[src/hdl/interrupt_ctrl_cfg.svh]
// Constant set of the interrupt controller and software watchdog
`ifndef INTERRUPT_CTRL_CFG_SVH
`define INTERRUPT_CTRL_CFG_SVH
// Register addresses on the special register port
`define ADDR_TIMER_EXT_INT_CONTROL 8'h88
`define ADDR_INTERRUPT_ENABLE_A 8'hA8
`define ADDR_INTERRUPT_ENABLE_B 8'hB8
`define ADDR_EXT_INT_REQUEST_FLAGS 8'hC0
`define ADDR_INTERRUPT_ENABLE_C 8'h9A
`define ADDR_IP0 8'hA9
`define ADDR_IP1 8'hB9
`define ADDR_WATCHDOG_RELOAD 8'h86
`define ADDR_EXT_INT_POLARITY 8'hC8
// Reset value of every register
`define RST_BYTE 8'h00
// Field positions
`define BIT_GLOBAL_EN 7
`define BIT_ARM 6
`define BIT_START 6
`define BIT_WDT_STATUS 6
`define BIT_PRESC_SEL 7
`define BIT_EXT2_EDGE 5
`define BIT_EXT3_EDGE 6
// Watchdog timing
`define WDT_WINDOW_CYC 12
`define WDT_DIV_FAST 9'h018
`define WDT_DIV_SLOW 9'h180
`define WDT_TRIP 16'h7CFF
// Number of sources and service vectors
`define NUM_SRC 11
`define VEC_EXT0 16'h0003
`define VEC_TIMER0 16'h000B
`define VEC_EXT1 16'h0013
`define VEC_TIMER1 16'h001B
`define VEC_SERIAL0 16'h0023
`define VEC_SERIAL1 16'h0083
`define VEC_EXT2 16'h004B
`define VEC_EXT3 16'h0053
`define VEC_EXT4 16'h005B
`define VEC_EXT5 16'h0063
`define VEC_EXT6 16'h006B
`endif

[src/hdl/interrupt_ctrl_pkg.sv]
// Types shared by the interrupt controller
package interrupt_ctrl_pkg;
  typedef logic [3:0] src_idx_t;
  typedef logic [1:0] level_t;
  typedef logic [10:0] src_vec_t;
endpackage : interrupt_ctrl_pkg

[src/hdl/interrupt_ctrl_sw_watchdog.sv]
// Interrupt controller with priority arbitration and software watchdog
// How it works
// - Eleven sources are arbitrated over four priority levels.
// - Request flags set on their condition whatever the enables say.
// - Flags sampled each machine cycle; samples polled for enabled requests.
// - At instruction end a detected request forces a call to its vector.
// - No acceptance while the instruction is a return or enable/priority write.
// - An active service is pre-empted only by a strictly higher level.
// - Return from service ends the highest active level.
// - Global enable bit 7 of enable register A blocks every source.
// - Enable register A bits 4..0 gate serial0, timer1, ext1, timer0, ext0.
// - Enable register B bits 5..1 gate external interrupts 6..2.
// - Enable register C bit 0 gates serial channel 1.
// - Timer control holds timer flags at 7 and 5, ext 1/0 at 3..0.
// - Polarity register bits 6 and 5 pick edge of ext 3 and 2.
// - Request register bits 5..1 hold edge flags of ext 6..2.
// - Timer overflow flags clear by the service ack pulse, edge flags on acceptance.
// - Seven external interrupt inputs come from other on-chip units.
// - Ext 5 and 6 are inverted ahead of rising-edge detection.
// - Watchdog is a 16-bit counter stepped every 24 or 384 clocks.
// - Reload bit 7 selects the slow prescaler; reload always readable.
// - Start bit runs the counter; at 7CFF status rises and asks reset.
// - Arm then start within 12 clocks reloads the high byte.
// - Six groups get a level from one bit in each priority register.
// - Each source has a fixed service vector address.
`timescale 1ns/100ps
`include "interrupt_ctrl_cfg.svh"
module interrupt_ctrl_sw_watchdog #(
  parameter int WINDOW_CYC = `WDT_WINDOW_CYC
) (
  // Clock, reset and enable
  input wire logic clk,
  input wire logic sys_rst,
  input wire logic clk_en,
  // Special register port
  input wire logic [7:0] sfr_addr,
  input wire logic sfr_wr,
  input wire logic sfr_rd,
  input wire logic [7:0] sfr_wdata,
  output logic [7:0] sfr_rdata,
  // Instruction sequencer
  input wire logic cyc_tick,
  input wire logic instr_done,
  input wire logic cur_is_return_from_service,
  output logic call_req,
  output logic [15:0] call_vector,
  output logic timer0_service_ack,
  output logic timer1_service_ack,
  // Event sources
  input wire logic [6:0] ext_int_in,
  input wire logic timer0_ovf,
  input wire logic timer1_ovf,
  input wire logic serial0_irq,
  input wire logic serial1_irq,
  // Watchdog reset request
  output logic watchdog_status
);

  // Registers
  logic [7:0] interrupt_enable_a_reg, interrupt_enable_b_reg, interrupt_enable_c_reg, ip0_reg, ip1_reg;
  logic [7:0] timer_ext_int_control_reg, ext_int_polarity_reg, watchdog_reload_reg;
  logic [4:0] ext_int_request_flags_reg;
  logic [6:0] ext_prev_reg;
  interrupt_ctrl_pkg::src_vec_t sample_reg;
  logic [3:0] in_service_reg;
  logic write_seen_reg;
  logic arm_reg, start_reg, running_reg;
  logic [3:0] arm_cnt_reg, start_cnt_reg;
  logic [8:0] presc_reg;
  logic [15:0] wdt_cnt_reg;
  logic [4:0] arm_age_reg;

  // Priority group of each source
  function automatic logic [2:0] group_of(input int idx);
    case (idx)
      0, 5: group_of = 3'h0;
      1, 6: group_of = 3'h1;
      2, 7: group_of = 3'h2;
      3, 8: group_of = 3'h3;
      4, 9: group_of = 3'h4;
      default: group_of = 3'h5;
    endcase
  endfunction : group_of

  // Vector address of each source
  function automatic logic [15:0] vector_of(input interrupt_ctrl_pkg::src_idx_t idx);
    case (idx)
      4'h0: vector_of = `VEC_EXT0;
      4'h1: vector_of = `VEC_TIMER0;
      4'h2: vector_of = `VEC_EXT1;
      4'h3: vector_of = `VEC_TIMER1;
      4'h4: vector_of = `VEC_SERIAL0;
      4'h5: vector_of = `VEC_SERIAL1;
      4'h6: vector_of = `VEC_EXT2;
      4'h7: vector_of = `VEC_EXT3;
      4'h8: vector_of = `VEC_EXT4;
      4'h9: vector_of = `VEC_EXT5;
      default: vector_of = `VEC_EXT6;
    endcase
  endfunction : vector_of

  // Highest active service level, with a flag for any active
  function automatic logic [2:0] top_level(input logic [3:0] act);
    logic [2:0] r;
    r = 3'h0;
    for (int lv = 0; lv < 4; lv++) begin
      if (act[lv]) begin
        r = {1'b1, lv[1:0]};
      end
    end
    return r;
  endfunction : top_level

  // Highest level wins; lower index wins inside a level
  function automatic logic [6:0] pick(input interrupt_ctrl_pkg::src_vec_t req,
                                      input logic [7:0] lo, input logic [7:0] hi);
    logic [6:0] r;
    logic [2:0] g;
    r = 7'h00;
    for (int lv = 0; lv < 4; lv++) begin
      for (int i = `NUM_SRC - 1; i >= 0; i--) begin
        g = group_of(i);
        if (req[i] && ({hi[g], lo[g]} == lv[1:0])) begin
          r = {1'b1, lv[1:0], i[3:0]};
        end
      end
    end
    return r;
  endfunction : pick

  // Address decode of writes
  wire wr_interrupt_enable_a = sfr_wr && (sfr_addr == `ADDR_INTERRUPT_ENABLE_A);
  wire wr_interrupt_enable_b = sfr_wr && (sfr_addr == `ADDR_INTERRUPT_ENABLE_B);
  wire wr_interrupt_enable_c = sfr_wr && (sfr_addr == `ADDR_INTERRUPT_ENABLE_C);
  wire wr_ip0 = sfr_wr && (sfr_addr == `ADDR_IP0);
  wire wr_ip1 = sfr_wr && (sfr_addr == `ADDR_IP1);
  wire wr_timer_ext_int_control = sfr_wr && (sfr_addr == `ADDR_TIMER_EXT_INT_CONTROL);
  wire wr_ext_int_polarity = sfr_wr && (sfr_addr == `ADDR_EXT_INT_POLARITY);
  wire wr_ext_int_request_flags = sfr_wr && (sfr_addr == `ADDR_EXT_INT_REQUEST_FLAGS);
  wire wr_watchdog_reload = sfr_wr && (sfr_addr == `ADDR_WATCHDOG_RELOAD);
  wire wr_int_cfg = wr_interrupt_enable_a | wr_interrupt_enable_b | wr_interrupt_enable_c | wr_ip0 | wr_ip1;

  // Edge detection; the two inverted inputs then look for a rising edge
  // inversion of ext 5 and 6
  wire [6:0] cond_in = {~ext_int_in[6:5], ext_int_in[4:0]};
  wire [6:0] rise = cond_in & ~ext_prev_reg;
  wire [6:0] fall = ~cond_in & ext_prev_reg;
  // polarity choice for ext 2 and 3
  wire edge2 = ext_int_polarity_reg[`BIT_EXT2_EDGE] ? rise[2] : fall[2];
  wire edge3 = ext_int_polarity_reg[`BIT_EXT3_EDGE] ? rise[3] : fall[3];
  wire [4:0] ext_hi_edge = {rise[6], rise[5], rise[4], edge3, edge2};

  // Arbitration over sampled flags and live enables
  // enable registers B, C and A gate
  wire [10:0] en_vec = {interrupt_enable_b_reg[5:1], interrupt_enable_c_reg[0], interrupt_enable_a_reg[4:0]};
  wire [10:0] req_vec = sample_reg & en_vec;
  wire [6:0] pick_res = pick(req_vec, ip0_reg, ip1_reg);
  wire found = pick_res[6];
  wire [1:0] sel_level = pick_res[5:4];
  wire [3:0] sel_idx = pick_res[3:0];
  wire [2:0] top = top_level(in_service_reg);
  // hold off on return or configuration write
  wire blocked = cur_is_return_from_service | write_seen_reg | wr_int_cfg;
  wire level_ok = !top[2] || (sel_level > top[1:0]);
  wire accept = instr_done && found && interrupt_enable_a_reg[`BIT_GLOBAL_EN] && !blocked && level_ok;
  wire [10:0] accept_hot = accept ? (11'h001 << sel_idx) : 11'h000;
  // return ends the highest active level
  wire return_from_service_done = instr_done && cur_is_return_from_service && top[2];
  wire [3:0] lvl_set = accept ? (4'h1 << sel_level) : 4'h0;
  wire [3:0] lvl_clr = return_from_service_done ? (4'h1 << top[1:0]) : 4'h0;

  // Request flags: hardware set wins over any clear in the same cycle
  // flags set regardless of enables
  // timer flags cleared by the ack pulse or a write
  wire tf1_next = timer1_ovf | (wr_timer_ext_int_control ? sfr_wdata[7] : timer_ext_int_control_reg[7] & ~timer1_service_ack);
  wire tf0_next = timer0_ovf | (wr_timer_ext_int_control ? sfr_wdata[5] : timer_ext_int_control_reg[5] & ~timer0_service_ack);
  wire ie1_edge = fall[1] | (wr_timer_ext_int_control ? sfr_wdata[3] : timer_ext_int_control_reg[3] & ~accept_hot[2]);
  wire ie0_edge = fall[0] | (wr_timer_ext_int_control ? sfr_wdata[1] : timer_ext_int_control_reg[1] & ~accept_hot[0]);
  // Level mode follows the pin, so a write cannot hide a held request
  wire ie1_next = timer_ext_int_control_reg[2] ? ie1_edge : ~ext_int_in[1];
  wire ie0_next = timer_ext_int_control_reg[0] ? ie0_edge : ~ext_int_in[0];
  wire [7:0] ctl_src = wr_timer_ext_int_control ? sfr_wdata : timer_ext_int_control_reg;
  wire [7:0] timer_ext_int_control_next = {tf1_next, ctl_src[6], tf0_next, ctl_src[4],
                          ie1_next, ctl_src[2], ie0_next, ctl_src[0]};
  logic [4:0] ext_int_request_flags_next;
  genvar k;
  for (k = 0; k < 5; k++) begin : g_iex
    assign ext_int_request_flags_next[k] = ext_hi_edge[k] |
      (wr_ext_int_request_flags ? sfr_wdata[k+1] : ext_int_request_flags_reg[k] & ~accept_hot[k+6]);
  end
  wire [10:0] flag_vec = {ext_int_request_flags_reg, serial1_irq, serial0_irq,
                          timer_ext_int_control_reg[7], timer_ext_int_control_reg[3], timer_ext_int_control_reg[5], timer_ext_int_control_reg[1]};

  // Watchdog control
  // prescaled 16-bit up-counter
  wire [8:0] presc_lim = watchdog_reload_reg[`BIT_PRESC_SEL] ? `WDT_DIV_SLOW : `WDT_DIV_FAST;
  wire presc_wrap = (presc_reg == presc_lim - 9'h001);
  wire start_wr = wr_interrupt_enable_b && sfr_wdata[`BIT_START];
  // refresh only inside the arm window
  wire refresh = start_wr && arm_reg;
  wire [3:0] win_last = WINDOW_CYC[3:0] - 4'h1;
  wire [15:0] wdt_next = refresh ? {1'b0, watchdog_reload_reg[6:0], 8'h00} :
                         (running_reg && presc_wrap) ? wdt_cnt_reg + 16'h0001 : wdt_cnt_reg;

  // Enable, priority and polarity registers
  always_ff @(posedge clk or posedge sys_rst) begin
    if (sys_rst) begin
      interrupt_enable_a_reg <= `RST_BYTE;
      interrupt_enable_b_reg <= `RST_BYTE;
      interrupt_enable_c_reg <= `RST_BYTE;
      ip0_reg <= `RST_BYTE;
      ip1_reg <= `RST_BYTE;
      ext_int_polarity_reg <= `RST_BYTE;
      watchdog_reload_reg <= `RST_BYTE;
    end else if (clk_en) begin
      if (wr_interrupt_enable_a) interrupt_enable_a_reg <= sfr_wdata;
      if (wr_interrupt_enable_b) interrupt_enable_b_reg <= sfr_wdata;
      if (wr_interrupt_enable_c) interrupt_enable_c_reg <= sfr_wdata;
      if (wr_ip0) ip0_reg <= sfr_wdata;
      if (wr_ip1) ip1_reg <= sfr_wdata;
      if (wr_ext_int_polarity) ext_int_polarity_reg <= sfr_wdata;
      if (wr_watchdog_reload) watchdog_reload_reg <= sfr_wdata;
    end
  end

  // Flags, edge history and machine-cycle sample
  // sample once per machine cycle
  always_ff @(posedge clk or posedge sys_rst) begin
    if (sys_rst) begin
      timer_ext_int_control_reg <= `RST_BYTE;
      ext_int_request_flags_reg <= 5'h00;
      ext_prev_reg <= 7'h00;
      sample_reg <= 11'h000;
    end else if (clk_en) begin
      timer_ext_int_control_reg <= timer_ext_int_control_next;
      ext_int_request_flags_reg <= ext_int_request_flags_next;
      ext_prev_reg <= cond_in;
      // A taken source is dropped from the sample so it is not taken twice
      sample_reg <= cyc_tick ? flag_vec : (sample_reg & ~accept_hot);
    end
  end

  // Service state and sequencer outputs
  always_ff @(posedge clk or posedge sys_rst) begin
    if (sys_rst) begin
      in_service_reg <= 4'h0;
      write_seen_reg <= 1'b0;
      call_req <= 1'b0;
      call_vector <= 16'h0000;
      timer0_service_ack <= 1'b0;
      timer1_service_ack <= 1'b0;
    end else if (clk_en) begin
      in_service_reg <= (in_service_reg & ~lvl_clr) | lvl_set;
      write_seen_reg <= !instr_done && (write_seen_reg || wr_int_cfg);
      call_req <= accept;
      if (accept) call_vector <= vector_of(sel_idx);
      // ack pulses on entry to a timer service
      timer0_service_ack <= accept && (sel_idx == 4'h1);
      timer1_service_ack <= accept && (sel_idx == 4'h3);
    end
  end

  // Watchdog counter; only reset stops it once started
  // arm and start bits self-clear after the window
  always_ff @(posedge clk or posedge sys_rst) begin
    if (sys_rst) begin
      arm_reg <= 1'b0;
      arm_cnt_reg <= 4'h0;
      start_reg <= 1'b0;
      start_cnt_reg <= 4'h0;
      running_reg <= 1'b0;
      presc_reg <= 9'h000;
      wdt_cnt_reg <= 16'h0000;
      watchdog_status <= 1'b0;
    end else if (clk_en) begin
      if (refresh || (arm_reg && arm_cnt_reg == win_last)) arm_reg <= 1'b0;
      else if (wr_interrupt_enable_a && sfr_wdata[`BIT_ARM]) arm_reg <= 1'b1;
      arm_cnt_reg <= arm_reg ? arm_cnt_reg + 4'h1 : 4'h0;
      if (start_reg && start_cnt_reg == win_last) start_reg <= 1'b0;
      else if (start_wr) start_reg <= 1'b1;
      start_cnt_reg <= start_reg ? start_cnt_reg + 4'h1 : 4'h0;
      if (start_wr) running_reg <= 1'b1;
      presc_reg <= (presc_wrap || !running_reg) ? 9'h000 : presc_reg + 9'h001;
      wdt_cnt_reg <= wdt_next;
      watchdog_status <= running_reg && (wdt_next == `WDT_TRIP);
    end
  end

  // Read back; unmapped addresses read as zero
  wire [7:0] rd_mux =
    (sfr_addr == `ADDR_INTERRUPT_ENABLE_A) ? {interrupt_enable_a_reg[7], arm_reg, 1'b0, interrupt_enable_a_reg[4:0]} :
    (sfr_addr == `ADDR_INTERRUPT_ENABLE_B) ? {interrupt_enable_b_reg[7], start_reg, interrupt_enable_b_reg[5:0]} :
    (sfr_addr == `ADDR_INTERRUPT_ENABLE_C) ? interrupt_enable_c_reg :
    (sfr_addr == `ADDR_IP0) ? {1'b0, watchdog_status, ip0_reg[5:0]} :
    (sfr_addr == `ADDR_IP1) ? {2'b00, ip1_reg[5:0]} :
    (sfr_addr == `ADDR_TIMER_EXT_INT_CONTROL) ? timer_ext_int_control_reg :
    (sfr_addr == `ADDR_EXT_INT_POLARITY) ? ext_int_polarity_reg :
    (sfr_addr == `ADDR_EXT_INT_REQUEST_FLAGS) ? {2'b00, ext_int_request_flags_reg, 1'b0} :
    (sfr_addr == `ADDR_WATCHDOG_RELOAD) ? watchdog_reload_reg : 8'h00;

  always_ff @(posedge clk or posedge sys_rst) begin
    if (sys_rst) sfr_rdata <= 8'h00;
    else if (clk_en && sfr_rd) sfr_rdata <= rd_mux;
  end

  // Age of the arm bit, kept apart from the window counter so a slip there shows
  always_ff @(posedge clk or posedge sys_rst) begin
    if (sys_rst) begin
      arm_age_reg <= 5'h00;
    end else if (clk_en) begin
      arm_age_reg <= arm_reg ? arm_age_reg + 5'h01 : 5'h00;
    end
  end
endmodule : interrupt_ctrl_sw_watchdog

[config.mk]
export PLATFORM = sky130hd
export DESIGN_NAME = interrupt_ctrl_sw_watchdog
export DESIGN_NICKNAME = d
export VERILOG_FILES = /design/src/hdl/interrupt_ctrl_pkg.sv /design/src/hdl/interrupt_ctrl_sw_watchdog.sv
export VERILOG_INCLUDE_DIRS = /design/src /design/src/hdl
export SDC_FILE = /design/constraint.sdc
export NUM_CORES = 1
export LEC_CHECK = 0
export BUFFER_PORTS_ARGS = -buffer_cell sky130_fd_sc_hd__buf_2
export CAP_MARGIN = 20
export CORE_MARGIN = 3
export CORE_UTILIZATION = 57
export CTS_BUF_LIST = sky130_fd_sc_hd__clkbuf_4 sky130_fd_sc_hd__clkbuf_8
export DETAILED_ROUTE_END_ITERATION = 7
export PLACE_DENSITY = 0.79
export SLEW_MARGIN = 20
export SYNTH_ARGS = -nofsm -noshare
export SYNTH_HDL_FRONTEND = slang
export SYNTH_SLANG_ARGS = --single-unit
[constraint.sdc]
create_clock -name clk -period 4 [get_ports clk]
set_input_delay 0.6 -clock clk [delete_from_list [all_inputs] [get_ports clk]]
set_output_delay 0.6 -clock clk [all_outputs]
set_load 0.03 [all_outputs]
==> impl_results.md <==
* Status: complete, no violations
* Psw at about 0.00085 W
* Hold Fails Final Rpt at 0
* Hold WS at between 0.15 and 0.2 ns
* Worst skew pair latency at between 0.4 and 0.5 ns
* Io pins at 63
* Setup violators final at 0
* Placed insts at roughly 1100
* CP Launch Type: flop
* Total negative slack at 0 ns
* Post-route insts no fill at about 1100
* Max frequency at 271.6 MHz
* Die Footprint at around 16000 um^2
* Final worst path period need at 3.682 ns
* Critical Path RT at between 4 and 5 ns
* Combinational share of power at 0.105
* CP max FO at 14
* Clock root cell: clkbuf_8
* CTS Hold Buffers Added at 0
* Die Y at around 130 um
* Worst slew margin at 0.3627
* Std cell rows at between 40 and 50
* Post-synthesis sequential area ratio at 0.4222
* Final period util at 0.9205
* Core box area at ~14000 um^2
* Total routed wirelength at about 23 mm
* Die width at 126.2 um
* CTS buffer count at 17
* Max VDD drop at between 0.2 and 0.3 mV
* Actual slew at the worst max-slew pin at about 0.95 ns
* Seq pwr share at 0.508
* Worst-path clk slew at ~0.080 ns
* CTS tree: built
* Cell-internal power at between 0.002 and 0.0025 W
* H-tree levels at 4
* Starting DRT DRC Count at around 800
* Gp weighted congestion at about 0.96
* Pins over their slew limit at 0
* Share of cells above drive strength 1 at 0.1865
* Hold WC Path Type: input pin to asynchronous set/reset pin
* Syn Std Cell Area at roughly 8200 um^2
* Power Density at 334.3 nW/um^2
* Starting Density at 0.5890
* Cells after Synth at between 800 and 900
* # DRC at 0
* RSZ-0062 raised after global routing: no
* Post-route ant nets at 0
* Critical path class: flop to flop
* Post-CTS Setup Inserts at 0
* Longest Clk Path Bufs at 2
* Most used DFF post-synth: dfrtp_1
* WP data arrival at 4.00 ns
* Vias/cell at 6.641
* CTS sink cnt at 139
* Vias post-DR at about 7400
* Pin count of the biggest net entering global routing at just over 100
* Vias in the first global route at between 6000 and 7000
* Overflow after GRT at 0
* ANT cells at 0
* Ys async rst share at 1.000
* Total of max-cap violations at 0
* Netlist cell types at 77
* First-pass GRT wire length at 36.94 mm
* Max FFs per register at 16
* GRT Total Usage at 0.2925
* Antenna violations before repair at 0
* Synth Register Bits at ~140
* Leakage at about 4.2 nW
* Post-synth EDFFs at 0
* Nets at around 960
* YS warnings at 0
* Endpoint class of the critical path: flop
* WL per Instance at approximately 21 um
* Clk_skew at ~0.010 ns
* Avg Cell Area, Syn at slightly above 9 um^2
* Port Buffers at 53
* Area growth from synthesis to layout at 9.567%
* Net Sw Frac at 0.2820
* Drt first pass iters at 7
* HPWL Detailed at approximately 17 mm
* Clock share of power at 0.387
[power groups by stage]
stage | clock network, W | logic, W | registers, W
6_report | 0.00117 | 0.000318 | 0.00153
5_1_grt | 0.00125 | 0.000347 | 0.00154
4_1_cts | 0.00118 | 0.000315 | 0.00153
3_5_place_dp | 0 | 0.000313 | 0.00156
3_3_place_gp | 0 | 0.000308 | 0.00155
2_1_floorplan | 0 | 0.000226 | 0.00154
[timing repair]
| item | in CTS | in global routing |
|---|---|---|
| hold endpoints to repair | 0 | 0 |
| endpoints found under the setup margin | 0 | 5 |
| resized for setup | 0 | 1 |
[cells in the mapped netlist, types with 11 or more instances]
master,number,area share
dfrtp_1,139,0.42
nand2_1,109,0.050
o21ai_0,71,0.043
mux2_2,62,0.085
a21oi_1,43,0.026
nor2_1,41,0.019
clkbuf_1,39,0.018
nand3_1,39,0.024
inv_1,26,0.012
nand4_1,23,0.017
nand4b_1,23,0.024
mux2i_1,19,0.023
nor3_1,17,0.010
and3_1,14,0.011
o31ai_1,14,0.013
nand2b_1,11,0.0084
[worst max-delay path, stage by stage, from the launching register on]
cell      delay, ns
dfrtp_1        0.54
nand4b_1       0.22
nand4_1        0.17
nor3_1         0.31
nand2_1        0.16
a211oi_1       0.29
ha_1           0.27
nand2_1        0.06
o21ai_0        0.07
a221oi_1       0.27
o31a_1         0.31
nand3_1        0.29
nor4b_1        0.41
o21ai_0        0.16
[kinds of logic (layout without fill, tap and decap cells)]
logic type | after synthesis | after routing | share of synthesized area
buf+inv | 85 | 126 | 0.04389
other cells | 1 | 9 | 0.0004551
xor+xnor | 5 | 5 | 0.005316
flops | 139 | 139 | 0.4222
fa+ha+maj | 6 | 6 | 0.009111
compound gates | 222 | 222 | 0.1748
mux | 83 | 83 | 0.1124
simple gates | 343 | 343 | 0.2319
[per-stage QoR]
step / cell area (um^2) / utilization / total power (W) / worst slack [ns]
after global routing: 9027 / 0.6453 / 0.003141 / 0.03048
after detailed placement: 8621 / 0.6163 / 0.001869 / 0.3508
after CTS: 9022 / 0.6450 / 0.003026 / 0.3494
final: 9027 / 0.6453 / 0.003018 / 0.3179
after global placement: 8621 / 0.6163 / 0.001860 / 0.5174
after floorplan: 8273 / - / 0.001764 / 0.8361
[layout make-up]
type	instances	area [um^2]
sequential	139	3478
timing repair buffer	67	382.9
tap	180	225.2
inverter	27	105.1
clock inverter	13	140.1
multi-input combinational	668	4434
clock buffer	19	261.5
fill	1170	4961
[final timing paths]
path	slack (ns)	cells after the start	endpoint	start
max	0.32	13	sample_reg[1]	ip1_reg[1]
min	0.16	2	wdt_cnt_reg[1]	sys_rst
max reg2reg	0.32	13	sample_reg[1]	ip1_reg[1]
min reg2reg	0.48	1	call_vector[0]	call_vector[0]
max in group asynchronous	2.96	3	ip0_reg[1]	sys_rst
min in group clk	0.34	2	ext_prev_reg[6]	ext_int_in[6]
[cell usage in the layout, fill, tap and decap left out, types with 5 or more instances in the layout]
cell type,n
mux2i_1,19
or4bb_1,6
and3_1,14
inv_1,25
dfrtp_1,139
a211oi_1,5
and2_1,6
nor2_1,41
nand2b_1,11
a22oi_1,10
nand4b_1,23
nand4_1,23
or3_1,5
a21oi_1,43
o21ai_0,71
nor2b_1,7
nor3_1,16
and4b_1,6
ha_1,6
a21o_1,8
o31ai_1,14
clkbuf_8,19
o211ai_1,8
buf_2,53
and4_1,7
buf_4,13
nand2_1,109
conb_1,9
nand3_1,39
a31oi_1,6
o22ai_1,8
mux2_2,62
[metal layers]
| metal | share of wire | wire length [um] | global-route usage | vias up |
|---|---|---|---|---|
| met5 | 0 | 0 | 0 | - |
| met4 | 0.028 | 646 | 0.09968 | 0 |
| met3 | 0.096 | 2204 | 0.07506 | 55 |
| met2 | 0.42 | 9765 | 0.4160 | 384 |
| met1 | 0.45 | 10370 | 0.4363 | 3575 |
| li1 | - | - | - | 3377 |
No activity file was read; power rests on OpenSTA's default activity.
